===== config.mk =====
export PLATFORM = sky130hd
export DESIGN_NAME = isl_top
export DESIGN_NICKNAME = d
export VERILOG_FILES = /design/src/isl_pkg.sv /design/src/isl_edge_lock.sv /design/src/isl_top.sv
export VERILOG_INCLUDE_DIRS = /design/src
export SDC_FILE = /design/constraint.sdc
export NUM_CORES = 1
export LEC_CHECK = 0
export BUFFER_PORTS_ARGS = -buffer_cell sky130_fd_sc_hd__buf_2
export CORE_ASPECT_RATIO = 0.7
export CORE_MARGIN = 4
export CORE_UTILIZATION = 50
export CTS_CLUSTER_DIAMETER = 120
export DETAILED_ROUTE_END_ITERATION = 8
export GPL_TIMING_DRIVEN = 0
export PLACE_DENSITY = 0.72
export SYNTH_ARGS = -nofsm -noshare
export SYNTH_HDL_FRONTEND = slang
export SYNTH_SLANG_ARGS = --single-unit

===== constraint.sdc =====
create_clock -name sys_clk_i -period 9.6 [get_ports sys_clk_i]
set_input_delay 1.44 -clock sys_clk_i [delete_from_list [all_inputs] [get_ports sys_clk_i]]
set_output_delay 1.44 -clock sys_clk_i [all_outputs]
set_load 0.01 [all_outputs]

===== src/isl_cfg.svh =====
`ifndef ISL_CFG_SVH
`define ISL_CFG_SVH

// register offsets
`define ISL_ADDR_GIE 8'h20
`define ISL_ADDR_EP_EN 8'h21
`define ISL_ADDR_PSC 8'h30
`define ISL_ADDR_DAC_EN 8'h31
`define ISL_ADDR_DAC_POL 8'h32
`define ISL_ADDR_GPIO_CFG 8'h33
`define ISL_ADDR_GPIO_EN0 8'h34
`define ISL_ADDR_I2C_SC 8'h38
`define ISL_ADDR_PEND_LO 8'h39
`define ISL_ADDR_PEND_HI 8'h3A
`define ISL_ADDR_HUB_EN 8'h49
`define ISL_ADDR_HUB_FORCE 8'h51

// field positions
`define ISL_PSC_BRST_BIT 5
`define ISL_PSC_SENSE_BIT 7
`define ISL_GPIO_PARALLEL_ASSIST_PORT_BIT 7
`define ISL_I2C_MASTER_BIT 3

// pending bit of each vector (vector number minus one)
`define ISL_V_BRST 0
`define ISL_V_T128 1
`define ISL_V_T1MS 2
`define ISL_V_EP0 3
`define ISL_V_HUB 8
`define ISL_V_DAC 9
`define ISL_V_GPIO 10
`define ISL_V_I2C 11
`define ISL_NVEC 12

// timing
`define ISL_CLK_MHZ 125
`define ISL_T128_US 128
`define ISL_T1MS_US 1024
`define ISL_BRST_MIN_US 12
`define ISL_T128_CYC (`ISL_T128_US * `ISL_CLK_MHZ)
`define ISL_T1MS_CYC (`ISL_T1MS_US * `ISL_CLK_MHZ)
`define ISL_BRST_CYC (`ISL_BRST_MIN_US * `ISL_CLK_MHZ)
`define ISL_CALL_CYC 10
`define ISL_JMP_CYC 5
`define ISL_ENTRY_CYC (`ISL_CALL_CYC + `ISL_JMP_CYC)

`endif


===== src/isl_pkg.sv =====
package isl_pkg;

  typedef enum logic {ISL_IDLE, ISL_ENTRY} isl_seq_t;

  typedef struct packed {
    logic [3:0] conn_chg;
    logic [3:0] babble;
    logic [3:0] resume;
  } isl_hub_ev_t;

  typedef struct packed {
    logic byte_done;
    logic start;
    logic stop;
    logic arb_lost;
    logic ack_in;
  } isl_i2c_ev_t;

  typedef struct packed {
    logic proceed;
    logic arb_lost;
    logic stop_seen;
    logic master;
    logic xmit;
    logic addr;
    logic ack;
  } isl_i2c_ctl_t;

  typedef struct packed {
    isl_seq_t st;
    logic [3:0] ent_cnt;
    logic [3:0] vec;
    logic isr_start;
    logic irq;
    logic [11:0] pend;
    logic [6:0] gie;
    logic [4:0] ep_en;
    logic [3:0] hub_en;
    logic [7:0] force_dn;
    logic psc_brst;
    logic [7:0] dac_en;
    logic [7:0] dac_pol;
    logic [7:0] gpio_cfg;
    logic [31:0] gpio_en;
    isl_i2c_ctl_t i2c;
    logic i2c_first;
    logic arb_wait;
    logic stop_req;
    logic [10:0] se0_cnt;
    logic brst_det;
    logic brst_clr;
    logic por_abort;
    logic [16:0] t128;
    logic [16:0] t1ms;
    logic [7:0] rdata;
  } isl_state_t;

endpackage : isl_pkg


===== src/isl_edge_lock.sv =====
`timescale 1ns/10ps
module isl_edge_lock import isl_pkg::*; #(
  parameter int N = 8
) (
  input wire logic sys_clk_i,
  input wire logic rst_i,
  input wire logic [N-1:0] pin_i,
  input wire logic [N-1:0] en_i,
  input wire logic [N-1:0] pol_i,
  input wire logic block_i,
  output logic trig_o
);

  typedef struct packed {
    logic [N-1:0] prev;
    logic [N-1:0] lock;
    logic trig;
  } isl_lock_st_t;

  isl_lock_st_t s_ff;
  isl_lock_st_t nxt_s;
  logic [N-1:0] act;
  logic [N-1:0] held;
  logic [N-1:0] edge_hit;

  // active level: high for positive polarity, low for negative
  assign act = ~(pin_i ^ pol_i);
  assign held = s_ff.lock & act & en_i;
  assign edge_hit = act & ~s_ff.prev & en_i;

  always_comb begin
    nxt_s = s_ff;
    nxt_s.prev = act;
    nxt_s.lock = held;
    nxt_s.trig = 1'b0;
    if (held == '0 && edge_hit != '0 && !block_i) begin
      nxt_s.trig = 1'b1;
      nxt_s.lock = edge_hit;
    end
  end

  always_ff @(posedge sys_clk_i or posedge rst_i) begin
    if (rst_i) begin
      s_ff <= '0;
    end else begin
      s_ff <= nxt_s;
    end
  end

  assign trig_o = s_ff.trig;
endmodule : isl_edge_lock


===== src/isl_top.sv =====
// Summary of operation
// - entry waits instruction end, then 10 call and 5 jump cycles
// - bus reset when both upstream lines low at least 12 us
// - bus reset sets status bit 5 for firmware
// - bus reset clears address and hub port registers
// - bus reset irq when lines leave all-low; aborts start-up delay
// - periodic timer interrupts every 128 us and 1.024 ms
// - each endpoint interrupts on final handshake of a transaction
// - hub irq on connect change, or enabled babble or resume
// - connect changes on forced ports raise no hub irq
// - enabled DAC pins raise shared irq on selected edge
// - triggered DAC pin locks others out until inactive or disabled
// - enabled GPIO pins raise shared irq, polarity per port
// - triggered GPIO pin locks others out until inactive or disabled
// - enabled parallel assist port owns GPIO vector, gated by config bit 7
// - slave receive irq each byte; address flag on first byte
// - slave receive stop sets flag and irq unless ack was 0
// - slave transmit irq each byte; ack bit reports master ack
// - master modes irq each byte; clearing master bit sends stop
// - lost arbitration clears master bit, sets flag, irq at stop
// - proceed flag cleared before byte-complete interrupts, except in master receive
// - each source latches pending until serviced; enable gates request
// - lowest pending enabled vector wins; bus reset first, I2C last
`timescale 1ns/10ps
`include "isl_cfg.svh"
module isl_top import isl_pkg::*; #(
  parameter logic [16:0] T128_CYC = 17'(`ISL_T128_CYC),
  parameter logic [16:0] T1MS_CYC = 17'(`ISL_T1MS_CYC)
) (
  input wire logic sys_clk_i,
  input wire logic rst_i,
  input wire logic [7:0] addr_i,
  input wire logic [7:0] wdata_i,
  input wire logic wr_i,
  input wire logic rd_i,
  output logic [7:0] rdata_o,
  input wire logic dp_i,
  input wire logic dm_i,
  input wire logic por_delay_i,
  input wire logic [4:0] ep_in_ack_i,
  input wire logic [4:0] ep_out_ack_i,
  input wire isl_hub_ev_t hub_ev_i,
  input wire logic [7:0] dac_pin_i,
  input wire logic [31:0] gpio_pin_i,
  input wire logic parallel_assist_port_ev_i,
  input wire isl_i2c_ev_t i2c_ev_i,
  input wire logic cpu_instr_end_i,
  input wire logic cpu_gie_i,
  output logic isr_start_o,
  output logic [3:0] vector_o,
  output logic irq_o,
  output logic brst_clr_o,
  output logic por_abort_o,
  output logic [3:0] hub_port_en_o,
  output logic [7:0] hub_force_o,
  output isl_i2c_ctl_t i2c_ctl_o,
  output logic i2c_stop_req_o
);

  isl_state_t s_ff;
  isl_state_t nxt_s;
  logic [3:0] forced;
  logic hub_raw;
  logic dac_trig;
  logic gpio_trig;
  logic [31:0] gpio_pol;
  logic [11:0] req;
  logic se0;
  logic parallel_assist_port_on;

  function automatic logic [11:0] isl_en_vec(input logic [6:0] gie,
                                             input logic [4:0] ep_en);
    isl_en_vec = {gie[6:3], ep_en, gie[2:0]};
  endfunction : isl_en_vec

  // index of lowest set bit, lowest vector has priority
  function automatic logic [3:0] isl_lowest(input logic [11:0] r);
    isl_lowest = 4'h0;
    for (int i = `ISL_NVEC - 1; i >= 0; i--) begin
      if (r[i]) begin
        isl_lowest = 4'(i);
      end
    end
  endfunction : isl_lowest

  genvar g;
  generate
    for (g = 0; g < 4; g++) begin : g_port
      assign forced[g] = |s_ff.force_dn[2*g+1:2*g];
      assign gpio_pol[8*g+7:8*g] = {8{s_ff.gpio_cfg[g]}};
    end
  endgenerate

  assign hub_raw = |(hub_ev_i.conn_chg & ~forced)
    | |((hub_ev_i.babble | hub_ev_i.resume) & s_ff.hub_en);
  assign parallel_assist_port_on = s_ff.gpio_cfg[`ISL_GPIO_PARALLEL_ASSIST_PORT_BIT];
  assign se0 = !dp_i && !dm_i;
  assign req = s_ff.pend & isl_en_vec(s_ff.gie, s_ff.ep_en);

  isl_edge_lock #(.N(8)) u_dac (
    .sys_clk_i(sys_clk_i),
    .rst_i(rst_i),
    .pin_i(dac_pin_i),
    .en_i(s_ff.dac_en),
    .pol_i(s_ff.dac_pol),
    .block_i(1'b0),
    .trig_o(dac_trig)
  );

  isl_edge_lock #(.N(32)) u_gpio (
    .sys_clk_i(sys_clk_i),
    .rst_i(rst_i),
    .pin_i(gpio_pin_i),
    .en_i(s_ff.gpio_en),
    .pol_i(gpio_pol),
    .block_i(parallel_assist_port_on),
    .trig_o(gpio_trig)
  );

  always_comb begin
    logic [11:0] set;
    logic [11:0] clr;
    logic [3:0] idx;
    set = '0;
    clr = '0;
    idx = isl_lowest(req);
    nxt_s = s_ff;
    nxt_s.isr_start = 1'b0;
    nxt_s.brst_clr = 1'b0;
    nxt_s.por_abort = 1'b0;
    nxt_s.stop_req = 1'b0;
    nxt_s.rdata = 8'h00;

    if (wr_i) begin
      case (addr_i)
        `ISL_ADDR_GIE: nxt_s.gie = wdata_i[6:0];
        `ISL_ADDR_EP_EN: nxt_s.ep_en = wdata_i[4:0];
        `ISL_ADDR_PSC: nxt_s.psc_brst = wdata_i[`ISL_PSC_BRST_BIT];
        `ISL_ADDR_DAC_EN: nxt_s.dac_en = wdata_i;
        `ISL_ADDR_DAC_POL: nxt_s.dac_pol = wdata_i;
        `ISL_ADDR_GPIO_CFG: nxt_s.gpio_cfg = wdata_i;
        `ISL_ADDR_HUB_EN: nxt_s.hub_en = wdata_i[3:0];
        `ISL_ADDR_HUB_FORCE: nxt_s.force_dn = wdata_i;
        `ISL_ADDR_I2C_SC: begin
          nxt_s.i2c = isl_i2c_ctl_t'(wdata_i[6:0]);
          if (s_ff.i2c.master && !wdata_i[`ISL_I2C_MASTER_BIT]) begin
            nxt_s.stop_req = 1'b1;
            nxt_s.i2c.xmit = 1'b0;
          end
        end
        default: ;
      endcase
      for (int p = 0; p < 4; p++) begin
        if (addr_i == 8'(`ISL_ADDR_GPIO_EN0 + p)) begin
          nxt_s.gpio_en[8*p +: 8] = wdata_i;
        end
      end
    end

    if (rd_i) begin
      case (addr_i)
        `ISL_ADDR_GIE: nxt_s.rdata = {1'b0, s_ff.gie};
        `ISL_ADDR_EP_EN: nxt_s.rdata = {3'h0, s_ff.ep_en};
        `ISL_ADDR_PSC: nxt_s.rdata = {s_ff.irq, 1'b0, s_ff.psc_brst, 5'h00};
        `ISL_ADDR_DAC_EN: nxt_s.rdata = s_ff.dac_en;
        `ISL_ADDR_DAC_POL: nxt_s.rdata = s_ff.dac_pol;
        `ISL_ADDR_GPIO_CFG: nxt_s.rdata = s_ff.gpio_cfg;
        `ISL_ADDR_HUB_EN: nxt_s.rdata = {4'h0, s_ff.hub_en};
        `ISL_ADDR_HUB_FORCE: nxt_s.rdata = s_ff.force_dn;
        `ISL_ADDR_I2C_SC: nxt_s.rdata = {1'b0, s_ff.i2c};
        `ISL_ADDR_PEND_LO: nxt_s.rdata = s_ff.pend[7:0];
        `ISL_ADDR_PEND_HI: nxt_s.rdata = {4'h0, s_ff.pend[11:8]};
        default: nxt_s.rdata = 8'h00;
      endcase
      for (int p = 0; p < 4; p++) begin
        if (addr_i == 8'(`ISL_ADDR_GPIO_EN0 + p)) begin
          nxt_s.rdata = s_ff.gpio_en[8*p +: 8];
        end
      end
    end

    // periodic timers
    if (s_ff.t128 == T128_CYC - 17'h00001) begin
      nxt_s.t128 = '0;
      set[`ISL_V_T128] = 1'b1;
    end else begin
      nxt_s.t128 = s_ff.t128 + 17'h00001;
    end
    if (s_ff.t1ms == T1MS_CYC - 17'h00001) begin
      nxt_s.t1ms = '0;
      set[`ISL_V_T1MS] = 1'b1;
    end else begin
      nxt_s.t1ms = s_ff.t1ms + 17'h00001;
    end

    // upstream bus reset
    if (se0) begin
      if (!s_ff.brst_det) begin
        if (s_ff.se0_cnt == 11'(`ISL_BRST_CYC - 1)) begin
          nxt_s.brst_det = 1'b1;
          nxt_s.psc_brst = 1'b1;
          nxt_s.brst_clr = 1'b1;
          nxt_s.hub_en = 4'h0;
          nxt_s.force_dn = 8'h00;
          nxt_s.por_abort = por_delay_i;
        end else begin
          nxt_s.se0_cnt = s_ff.se0_cnt + 11'h001;
        end
      end
    end else begin
      nxt_s.se0_cnt = '0;
      if (s_ff.brst_det) begin
        nxt_s.brst_det = 1'b0;
        set[`ISL_V_BRST] = 1'b1;
      end
    end

    set[`ISL_V_EP0 +: 5] = ep_in_ack_i | ep_out_ack_i;
    set[`ISL_V_HUB] = hub_raw;
    set[`ISL_V_DAC] = dac_trig;
    set[`ISL_V_GPIO] = parallel_assist_port_on ? parallel_assist_port_ev_i : gpio_trig;

    // I2C state machine conditions
    if (i2c_ev_i.arb_lost) begin
      nxt_s.i2c.master = 1'b0;
      nxt_s.i2c.arb_lost = 1'b1;
      nxt_s.arb_wait = 1'b1;
    end else if (i2c_ev_i.byte_done) begin
      nxt_s.i2c_first = 1'b0;
      set[`ISL_V_I2C] = 1'b1;
      if (s_ff.i2c.master) begin
        if (s_ff.i2c.xmit) begin
          nxt_s.i2c.proceed = 1'b0;
        end
      end else if (s_ff.i2c.xmit) begin
        nxt_s.i2c.ack = i2c_ev_i.ack_in;
        nxt_s.i2c.proceed = 1'b0;
      end else begin
        nxt_s.i2c.addr = s_ff.i2c_first;
        nxt_s.i2c.proceed = 1'b0;
      end
    end
    if (i2c_ev_i.start) begin
      nxt_s.i2c_first = 1'b1;
    end
    if (i2c_ev_i.stop) begin
      if (s_ff.arb_wait) begin
        nxt_s.arb_wait = 1'b0;
        set[`ISL_V_I2C] = 1'b1;
      end else if (!s_ff.i2c.master && !s_ff.i2c.xmit && s_ff.i2c.ack) begin
        nxt_s.i2c.stop_seen = 1'b1;
        nxt_s.i2c.proceed = 1'b0;
        set[`ISL_V_I2C] = 1'b1;
      end
    end

    // interrupt entry sequence
    case (s_ff.st)
      ISL_IDLE: begin
        if (cpu_instr_end_i && cpu_gie_i && req != '0) begin
          nxt_s.st = ISL_ENTRY;
          nxt_s.ent_cnt = 4'h0;
          nxt_s.vec = idx + 4'h1;
          clr[idx] = 1'b1;
        end
      end
      ISL_ENTRY: begin
        if (s_ff.ent_cnt == 4'(`ISL_ENTRY_CYC - 1)) begin
          nxt_s.isr_start = 1'b1;
          nxt_s.st = ISL_IDLE;
        end else begin
          nxt_s.ent_cnt = s_ff.ent_cnt + 4'h1;
        end
      end
      default: nxt_s.st = ISL_IDLE;
    endcase

    // new events win over the service clear
    nxt_s.pend = (s_ff.pend & ~clr) | set;
    nxt_s.irq = |(nxt_s.pend & isl_en_vec(nxt_s.gie, nxt_s.ep_en));
  end

  always_ff @(posedge sys_clk_i or posedge rst_i) begin
    if (rst_i) begin
      s_ff <= '0;
    end else begin
      s_ff <= nxt_s;
    end
  end

  assign rdata_o = s_ff.rdata;
  assign isr_start_o = s_ff.isr_start;
  assign vector_o = s_ff.vec;
  assign irq_o = s_ff.irq;
  assign brst_clr_o = s_ff.brst_clr;
  assign por_abort_o = s_ff.por_abort;
  assign hub_port_en_o = s_ff.hub_en;
  assign hub_force_o = s_ff.force_dn;
  assign i2c_ctl_o = s_ff.i2c;
  assign i2c_stop_req_o = s_ff.stop_req;
endmodule : isl_top


### Word-level counts from Yosys, hierarchy flattened

Cells that the tools add are included.

* add/subtract/negate cells: 5
* order comparisons: 2
* eq/ne operators: 24
* mux-type cells: 89
* bitwise logic cells: 26
* reductions and logical operators: 44

Operators by type and width (number)
* $and 32x32->32: 4
* $eq 8x6->1 const B: 13
* $mux 8: 13
* $mux 88: 1
* $pmux 8 s11: 1
* $not 32->32: 2
* $mux 4: 14
* $mux 13: 3
* $mux 1: 37
* $and 12x12->12: 3
* $mux 12: 3
* $add 17x1->17 const B: 2
* $mux 17: 2
* $mux 33: 1
* $and 8x8->8: 4
* $logic_not 32->1: 1
* $reduce_bool 32->1: 1
* $xor 32x32->32: 1
* $reduce_and 2->1: 13
* $mux 9: 2
* $eq 17x14->1 const B: 1
* $eq 17x17->1 const B: 1
* $eq 8x7->1 const B: 2
* $not 8->8: 2
* other kinds (34): 63

* bits in registers: 252
* output and inout port bits: 36

### Longest topological paths before layout

Gate-level depths: netlist of the first run.

* word-level depth: 24
* depth in mapped cells: 12
* gate-level depth less buffers: 12

### Cells and area by module

A second synthesis of the first run with hierarchy kept.

* cells, all modules: 1093
* area total of the unflattened synthesis: 12308.1 um^2

By module, submodules not included
* isl_top: instances 1, cells each 793, area an instance 8509.4 um^2, seq. area each 4254.1 um^2
* isl_edge_lock at u_gpio: instances 1, cells each 237, area an instance 3036.7 um^2, seq. area each 1626.6 um^2
* isl_edge_lock at u_dac: instances 1, cells each 63, area an instance 762.0 um^2, seq. area each 425.4 um^2

### Worst setup path before layout of the first run

OpenSTA, ideal clock, no wires.

* kind: input port to flip-flop
* from: input port addr_i[7]
* to: register s_ff (netlist bit irq_o)
* library setup time: 0.137 ns
* data arrival time: 3.097 ns
* data required time: 9.463 ns
* path slack: 6.366 ns
* stages on the path: 7
* path buffers: 0
* cell sequence: or3b_1 -> nor4_4 -> nand3_2 -> mux2_4 -> and2_1 -> a2111oi_2 -> nand3_1

RTL lines
* from (decl): line isl_top.sv:32 `input wire logic [7:0] addr_i,`
* to (signal assigned): line isl_top.sv:287 `s_ff <= nxt_s;`
* to (decl): line isl_top.sv:60 `isl_state_t s_ff;`

==> results of run 1 <==
[metal layers]
layer	vias up	GRT usage, %	wire, um
li1	4359	-	-
met1	4756	40.7	15700
met2	490	35.2	13600
met3	62	7.80	3780
met4	2	4.67	650
met5	-	0	11
[state kept, by name (all words and copies together) (netlist names)]
register                 cells
u_dac.s_ff                  16
isr_start_o                  1
rdata_o                      8
hub_force_o                  8
por_abort_o                  1
i2c_ctl_o                    7
parallel_assist_port_on      1
s_ff                       129
hub_port_en_o                4
u_gpio.trig_o                1
i2c_stop_req_o               1
vector_o                     4
u_dac.trig_o                 1
gpio_pol                     4
brst_clr_o                   1
u_gpio.s_ff                 64
irq_o                        1
[where the power goes]
group	internal, mW	total, mW	switching, mW
logic	0.113	0.272	0.158
clock network	0.573	0.976	0.403
registers	1.12	1.18	0.0606
total	1.81	2.43	0.622
[final cells by class]
cell class / instances / area (sq um)
antenna: 1 / 2.50
buffer: 66 / 372
clock buffer: 31 / 668
clock inverter: 13 / 144
fill: 1959 / 9230
inverter: 14 / 60.1
multi-input combinational: 788 / 5190
sequential: 252 / 6310
tap: 312 / 390
timing repair buffer: 126 / 653
[path summary, 6_finish.rpt]
check                                                from                   endpoint  slack (ns)  depth (start not counted)
min in group asynchronous                           rst_i  u_gpio.s_ff[57]$_DFF_PP0_        1.07                          2
worst min register to register  u_gpio.s_ff[41]$_DFF_PP0_   u_gpio.s_ff[9]$_DFF_PP0_        0.45                          1
max in group asynchronous                           rst_i    u_dac.s_ff[3]$_DFF_PP0_        7.41                          3
worst max-delay path                            addr_i[0]       rdata_o[3]$_DFF_PP0_        6.12                          8
worst min-delay path            u_gpio.s_ff[41]$_DFF_PP0_   u_gpio.s_ff[9]$_DFF_PP0_        0.45                          1
worst max register to register        s_ff[151]$_DFF_PP0_            irq_o$_DFF_PP0_        6.51                         11
[worst max-delay path, cell delays in order]
cell and delay, ns:
buf_2 0.12, clkbuf_1 0.47, nand2b_1 0.42, nor2_1 0.19
a22o_1 0.27, a221oi_1 0.59, a32o_1 0.26, a21oi_1 0.10
[layout by cell type (no fill, tap or decap), types with 6 or more instances in the layout]
cell,Yosys,layout
xnor2_1,57,57
a31oi_1,7,7
a21oi_1,42,42
o21ai_0,34,34
clkinv_2,0,9
nand4_1,26,26
mux2_2,71,71
nor3b_1,6,6
clkbuf_16,0,25
nor4_1,6,6
o21ba_2,6,6
ha_1,7,7
and3_1,9,9
o31ai_1,31,31
nor2_1,67,67
nor2b_1,6,6
nand3_1,90,90
clkbuf_1,27,31
a221oi_1,6,6
mux2i_1,9,9
nand2_1,125,125
inv_1,14,13
nand2b_1,11,11
or3_1,7,7
xor2_1,18,18
a22o_1,13,13
buf_4,31,31
buf_2,6,131
and2_1,7,7
o22ai_1,24,24
dfrtp_1,252,252
a22oi_1,14,14
nor3_1,20,20
[cell families after synthesis]
family          after synthesis  share of synthesized area (%)
simple gates                411                           17.5
flops                       252                           52.9
compound gates              214                           12.3
mux                          81                           7.59
buf+inv                      80                           3.56
xor+xnor                     75                           5.51
fa+ha+maj                     7                          0.734
==> flow_summary.toml, run 1 <==
[run_status]
status = "finished clean"

[finish]
area_growth_pct = 15.6
fin_nets = 1372
layout.cells.non_filler = 1603
design_area_sq_um = 13800
drive_gt1_share_pct = 22.9
post-route-util_pct = 59.9

[clock_tree]
clockBufferDepth = 3
ctsResizeCount = 0
numCtsBuffers = 24
cts_setup_buffers = 0
holdBufCountCts = 0
cts-root-buf = "clkbuf_16"
cts.sink_count = 252
htree_num_levels = 1
cts_tree = "done"
clk_latency_ns = 0.53
clkTransAtPathRegs_ns = 0.07

[timing]
rsz0062_at_grt = "false"
finalCriticalPeriod_ns = 3.48
fin_hold_ws_ns = 0.454
slew_headroom_pct = 38.6
finalCritPeriodShare_pct = 36.2
skew_ns = 0.0188
hold_viol_final = 0
finalSetupViolCount = 0
achievable-frequency_mhz = 288
worst_slew_pin_slew_ns = 0.922
maxSlewViolCount = 0
setup_slack_ns = 6.12
tns_ns = 0

[floorplanning]
core-area_sq_um = 23000
start_util_pct = 51.8
die_w_um = 193
fp-row-count = 46
die-area_sq_um = 26400
die_y_um = 137
ios = 129

[placement]
post-place-ws_ns = 5.73
dp_cells = 1558
place.port_buffers = 125
placed_area_sq_um = 13000
dp.final_hpwl_um = 25000
routabilityCongestion = 0.944

[synth]
synth_area_leaders = "dfrtp_1 53%, mux2_2 6.7%, xnor2_1 4.2%"
yosys-top-cells-count = "252 x dfrtp_1, 125 x nand2_1, 90 x nand3_1"
yosysWarnings = 0
ys.flop_type = "dfrtp_1"
ys_seq_area_share_pct = 52.9
synth-edff-count = 0
ys_ff_latch = 252
yosysMostFrequentCell = "dfrtp_1"
netlist_instances = 1120
synth_area_sq_um = 11900
avgSynthCellArea_sq_um = 10.6
syn-num-nets = 1220
yosys.area.top_type = "dfrtp_1"
async_flop_share_pct = 100
synth_top_area_share_pct = 52.9
yosysUniqueCellTypes = 70

[routing]
drt_first_pass_iters = 6
wire_per_inst_um = 21.1
routed_wl_um = 33800
post-route-drc-count = 0
vias = 9669
vias_per_cell = 6.03
ant_nets = 0
drt_iter0_markers = 1151

[global_route]
first_global_vias = 9386
antenna_found_initial = 2
grt_pass1_wl_um = 52600
overflow = 0
grt.total_usage_pct = 25.7
grt_start_max_net_pins = 128

[setup_path]
worstPathRequired_ns = 9.99
worstSetupStartpointType = "primary input"
end_kind = "flip-flop"
worstPathArrival_ns = 3.87
setup.worst_path.class = "in2reg"
path_max_fanout = 10

[power]
p_per_area_nw_per_um2 = 176
p_leak_nw = 6.25
ir_worst_vdd_v = 0.000118
power.total_mw = 2.43

[flow_run]
maxCapViolCount = 0

[hold_path]
hp-class = "reg2reg"
Note: power is estimated with default switching activity, not from simulation.
==> run 2: changes to the inputs <==
==> constraint.sdc (replaced) <==
create_clock -name sys_clk_i -period 3.22 [get_ports sys_clk_i]
set_input_delay 0.483 -clock sys_clk_i [delete_from_list [all_inputs] [get_ports sys_clk_i]]
set_output_delay 0.483 -clock sys_clk_i [all_outputs]
set_load 0.01 [all_outputs]
==> run 2 against run 1 <==
Net effect:
- core utilization is 0.89 points higher
- clock power grew to 3.3 times the previous value
- clock skew decreased by 0.0078 ns
- via count shrank 1.1%
- sequential share of layout area fell by 0.67 points
- register-to-register slack worse by 6.3 ns
- cell count grew 0.44%
- setup slack worse by 5.9 ns
- clock-buffer cell count is 1 higher
- combinational power rose to 3.0 times the previous value
- sequential cell count did not move
- critical endpoint is now irq_o$_DFF_PP0_
- largest power group unchanged
==> flow_summary.toml, run 2 (synthesis gave the netlist of run 1 again) <==
[run_status]
status = "finished clean"

[routing]
vias = 9558
ant_nets = 0
routed_wl_um = 33800
wire_per_inst_um = 21.0
drt_iter0_markers = 1113
drt_first_pass_iters = 7
vias_per_cell = 5.94
post-route-drc-count = 0

[floorplanning]
fp-row-count = 46
core-area_sq_um = 23000
die_y_um = 137
die_w_um = 193
ios = 129
start_util_pct = 51.8
die-area_sq_um = 26400

[setup_path]
worstSetupStartpointType = "flip-flop"
crit_slowest_cell = "dfrtp_1"
setup.worst_path.class = "reg2reg"
cp_slowest_stage_delay_ns = 0.45
end_kind = "flip-flop"
cpMostUsedCell = "a22o_1"
worstPathRequired_ns = 3.60
path_max_fanout = 5
worstPathArrival_ns = 3.36
path_cells = "a22o_1 -> a31oi_1 -> o311ai_2 -> and3_1 -> ha_1 -> nand2_1 -> o21ai_0 -> nand2b_1 -> a22o_1 -> a2111oi_2 -> nand3_1"

[clock_tree]
cts.sink_count = 252
htree_num_levels = 1
cts_tree = "done"
ctsResizeCount = 0
cts_setup_buffers = 0
clkTransAtPathRegs_ns = 0.06
numCtsBuffers = 25
cts-root-buf = "clkbuf_16"
holdBufCountCts = 0
clockBufferDepth = 3
clk_latency_ns = 0.52

[placement]
routabilityCongestion = 0.935
place.port_buffers = 125
dp.final_hpwl_um = 25500
placed_area_sq_um = 13100
post-place-ws_ns = 0.0846

[finish]
layout_common_cells = "252 x dfrtp_1, 131 x buf_2, 125 x nand2_1"
largest_reg_flops = 129
n_fill_cell = 1911
final_common_cell = "dfrtp_1"
design_area_sq_um = 14000
area_growth_pct = 17.4
fin_nets = 1378
drive_gt1_share_pct = 23.5
top_register = "s_ff"
reg_top3 = "s_ff (129), u_gpio.s_ff (64), u_dac.s_ff (16)"

[timing]
maxSlewViolCount = 0
rsz0062_at_grt = "false"
hold_viol_final = 0
finalCritPeriodShare_pct = 92.6
setup_slack_ns = 0.238
finalCriticalPeriod_ns = 2.98
skew_ns = 0.0110
achievable-frequency_mhz = 335
worst_slew_pin_slew_ns = 0.955
slew_headroom_pct = 35.8
finalSetupViolCount = 0
tns_ns = 0

[global_route]
overflow = 0
grt_pass1_wl_um = 52100
antenna_found_initial = 3
first_global_vias = 9127
grt.total_usage_pct = 25.7
grt_start_max_net_pins = 43

[power]
p_per_area_nw_per_um2 = 543
p_leak_nw = 6.32
ir_worst_vdd_v = 0.000328

[flow_run]
maxCapViolCount = 0

[hold_path]
hp-class = "in2async"
-- run 2: cell types whose count changed in the layout (fill, tap and decap cells not counted) --
cell	before	now
o311ai_2	0	1
diode_2	1	2
bufinv_16	3	6
clkinv_4	1	0
clkbuf_8	2	4
buf_12	0	6
clkinv_2	9	3
inv_8	1	0
o311ai_1	1	0
inv_6	0	1
buf_16	1	0
clkinvlp_4	0	4
clkbuf_1	31	30
-- run 2: per-layer routing --
layer  part of all wire (%)  GRT usage (%)
met2                     41           34.7
met5                  0.033              0
met3                     12           8.79
met1                     45           39.9
met4                    2.0           5.70
-- run 2: stage by stage --
step | hold slack (ns) | util (%) | instances | total power [mW]
2_1_floorplan | 0.433 | - | 1120 | 4.05
3_3_place_gp | 0.440 | 56.2 | 1557 | 4.36
3_5_place_dp | 0.443 | 56.7 | 1563 | 4.40
4_1_cts | 0.0345 | 60.7 | 1608 | 7.64
5_1_grt | 0.0502 | 60.8 | 1610 | 7.89
6_report | 0.0177 | 60.8 | 1610 | 7.60
-- run 2: path summary, 6_finish.rpt --
path,startpoint,end,slack (ns),cells past startpoint
max in group asynchronous,rst_i,s_ff[16]$_DFF_PP0_,2.03,5
max reg2reg,s_ff[154]$_DFF_PP0_,irq_o$_DFF_PP0_,0.24,11
min in group sys_clk_i,i2c_ev_i[2],s_ff[57]$_DFF_PP0_,0.16,2
max,s_ff[154]$_DFF_PP0_,irq_o$_DFF_PP0_,0.24,11
min reg2reg,u_gpio.s_ff[58]$_DFF_PP0_,u_gpio.s_ff[26]$_DFF_PP0_,0.45,1
min,rst_i,por_abort_o$_DFF_PP0_,0.02,2
-- run 2: area by class of cell --
class / count / area (sq um) / share of cell area (%)
diodes: 2 / 5.00 / 0.0358
flip-flops and latches: 252 / 6310 / 45.1
plain buffers: 66 / 372 / 2.66
well taps: 312 / 390 / 2.79
inverters: 14 / 56.3 / 0.402
clock inverters: 13 / 226 / 1.62
repair buffers: 131 / 746 / 5.33
clock buffers: 32 / 692 / 4.94
multi-input cells: 788 / 5200 / 37.2
-- run 2: power breakdown --
part,total [mW],internal (mW),switching (mW),leakage [nW]
clock,3.24,2.00,1.23,0.442
combinational,0.829,0.351,0.479,2.59
sequential,3.53,3.35,0.182,3.29
total,7.60,5.70,1.89,6.32
-- run 2: worst max-delay path, delay by kind of cell (launching register included) --
family	cells	cell delay, ns
AOI/OAI and AO/OA	6	1.56
adders and majority gates	1	0.21
DFF	1	0.45
and+or+nand+nor	4	0.64
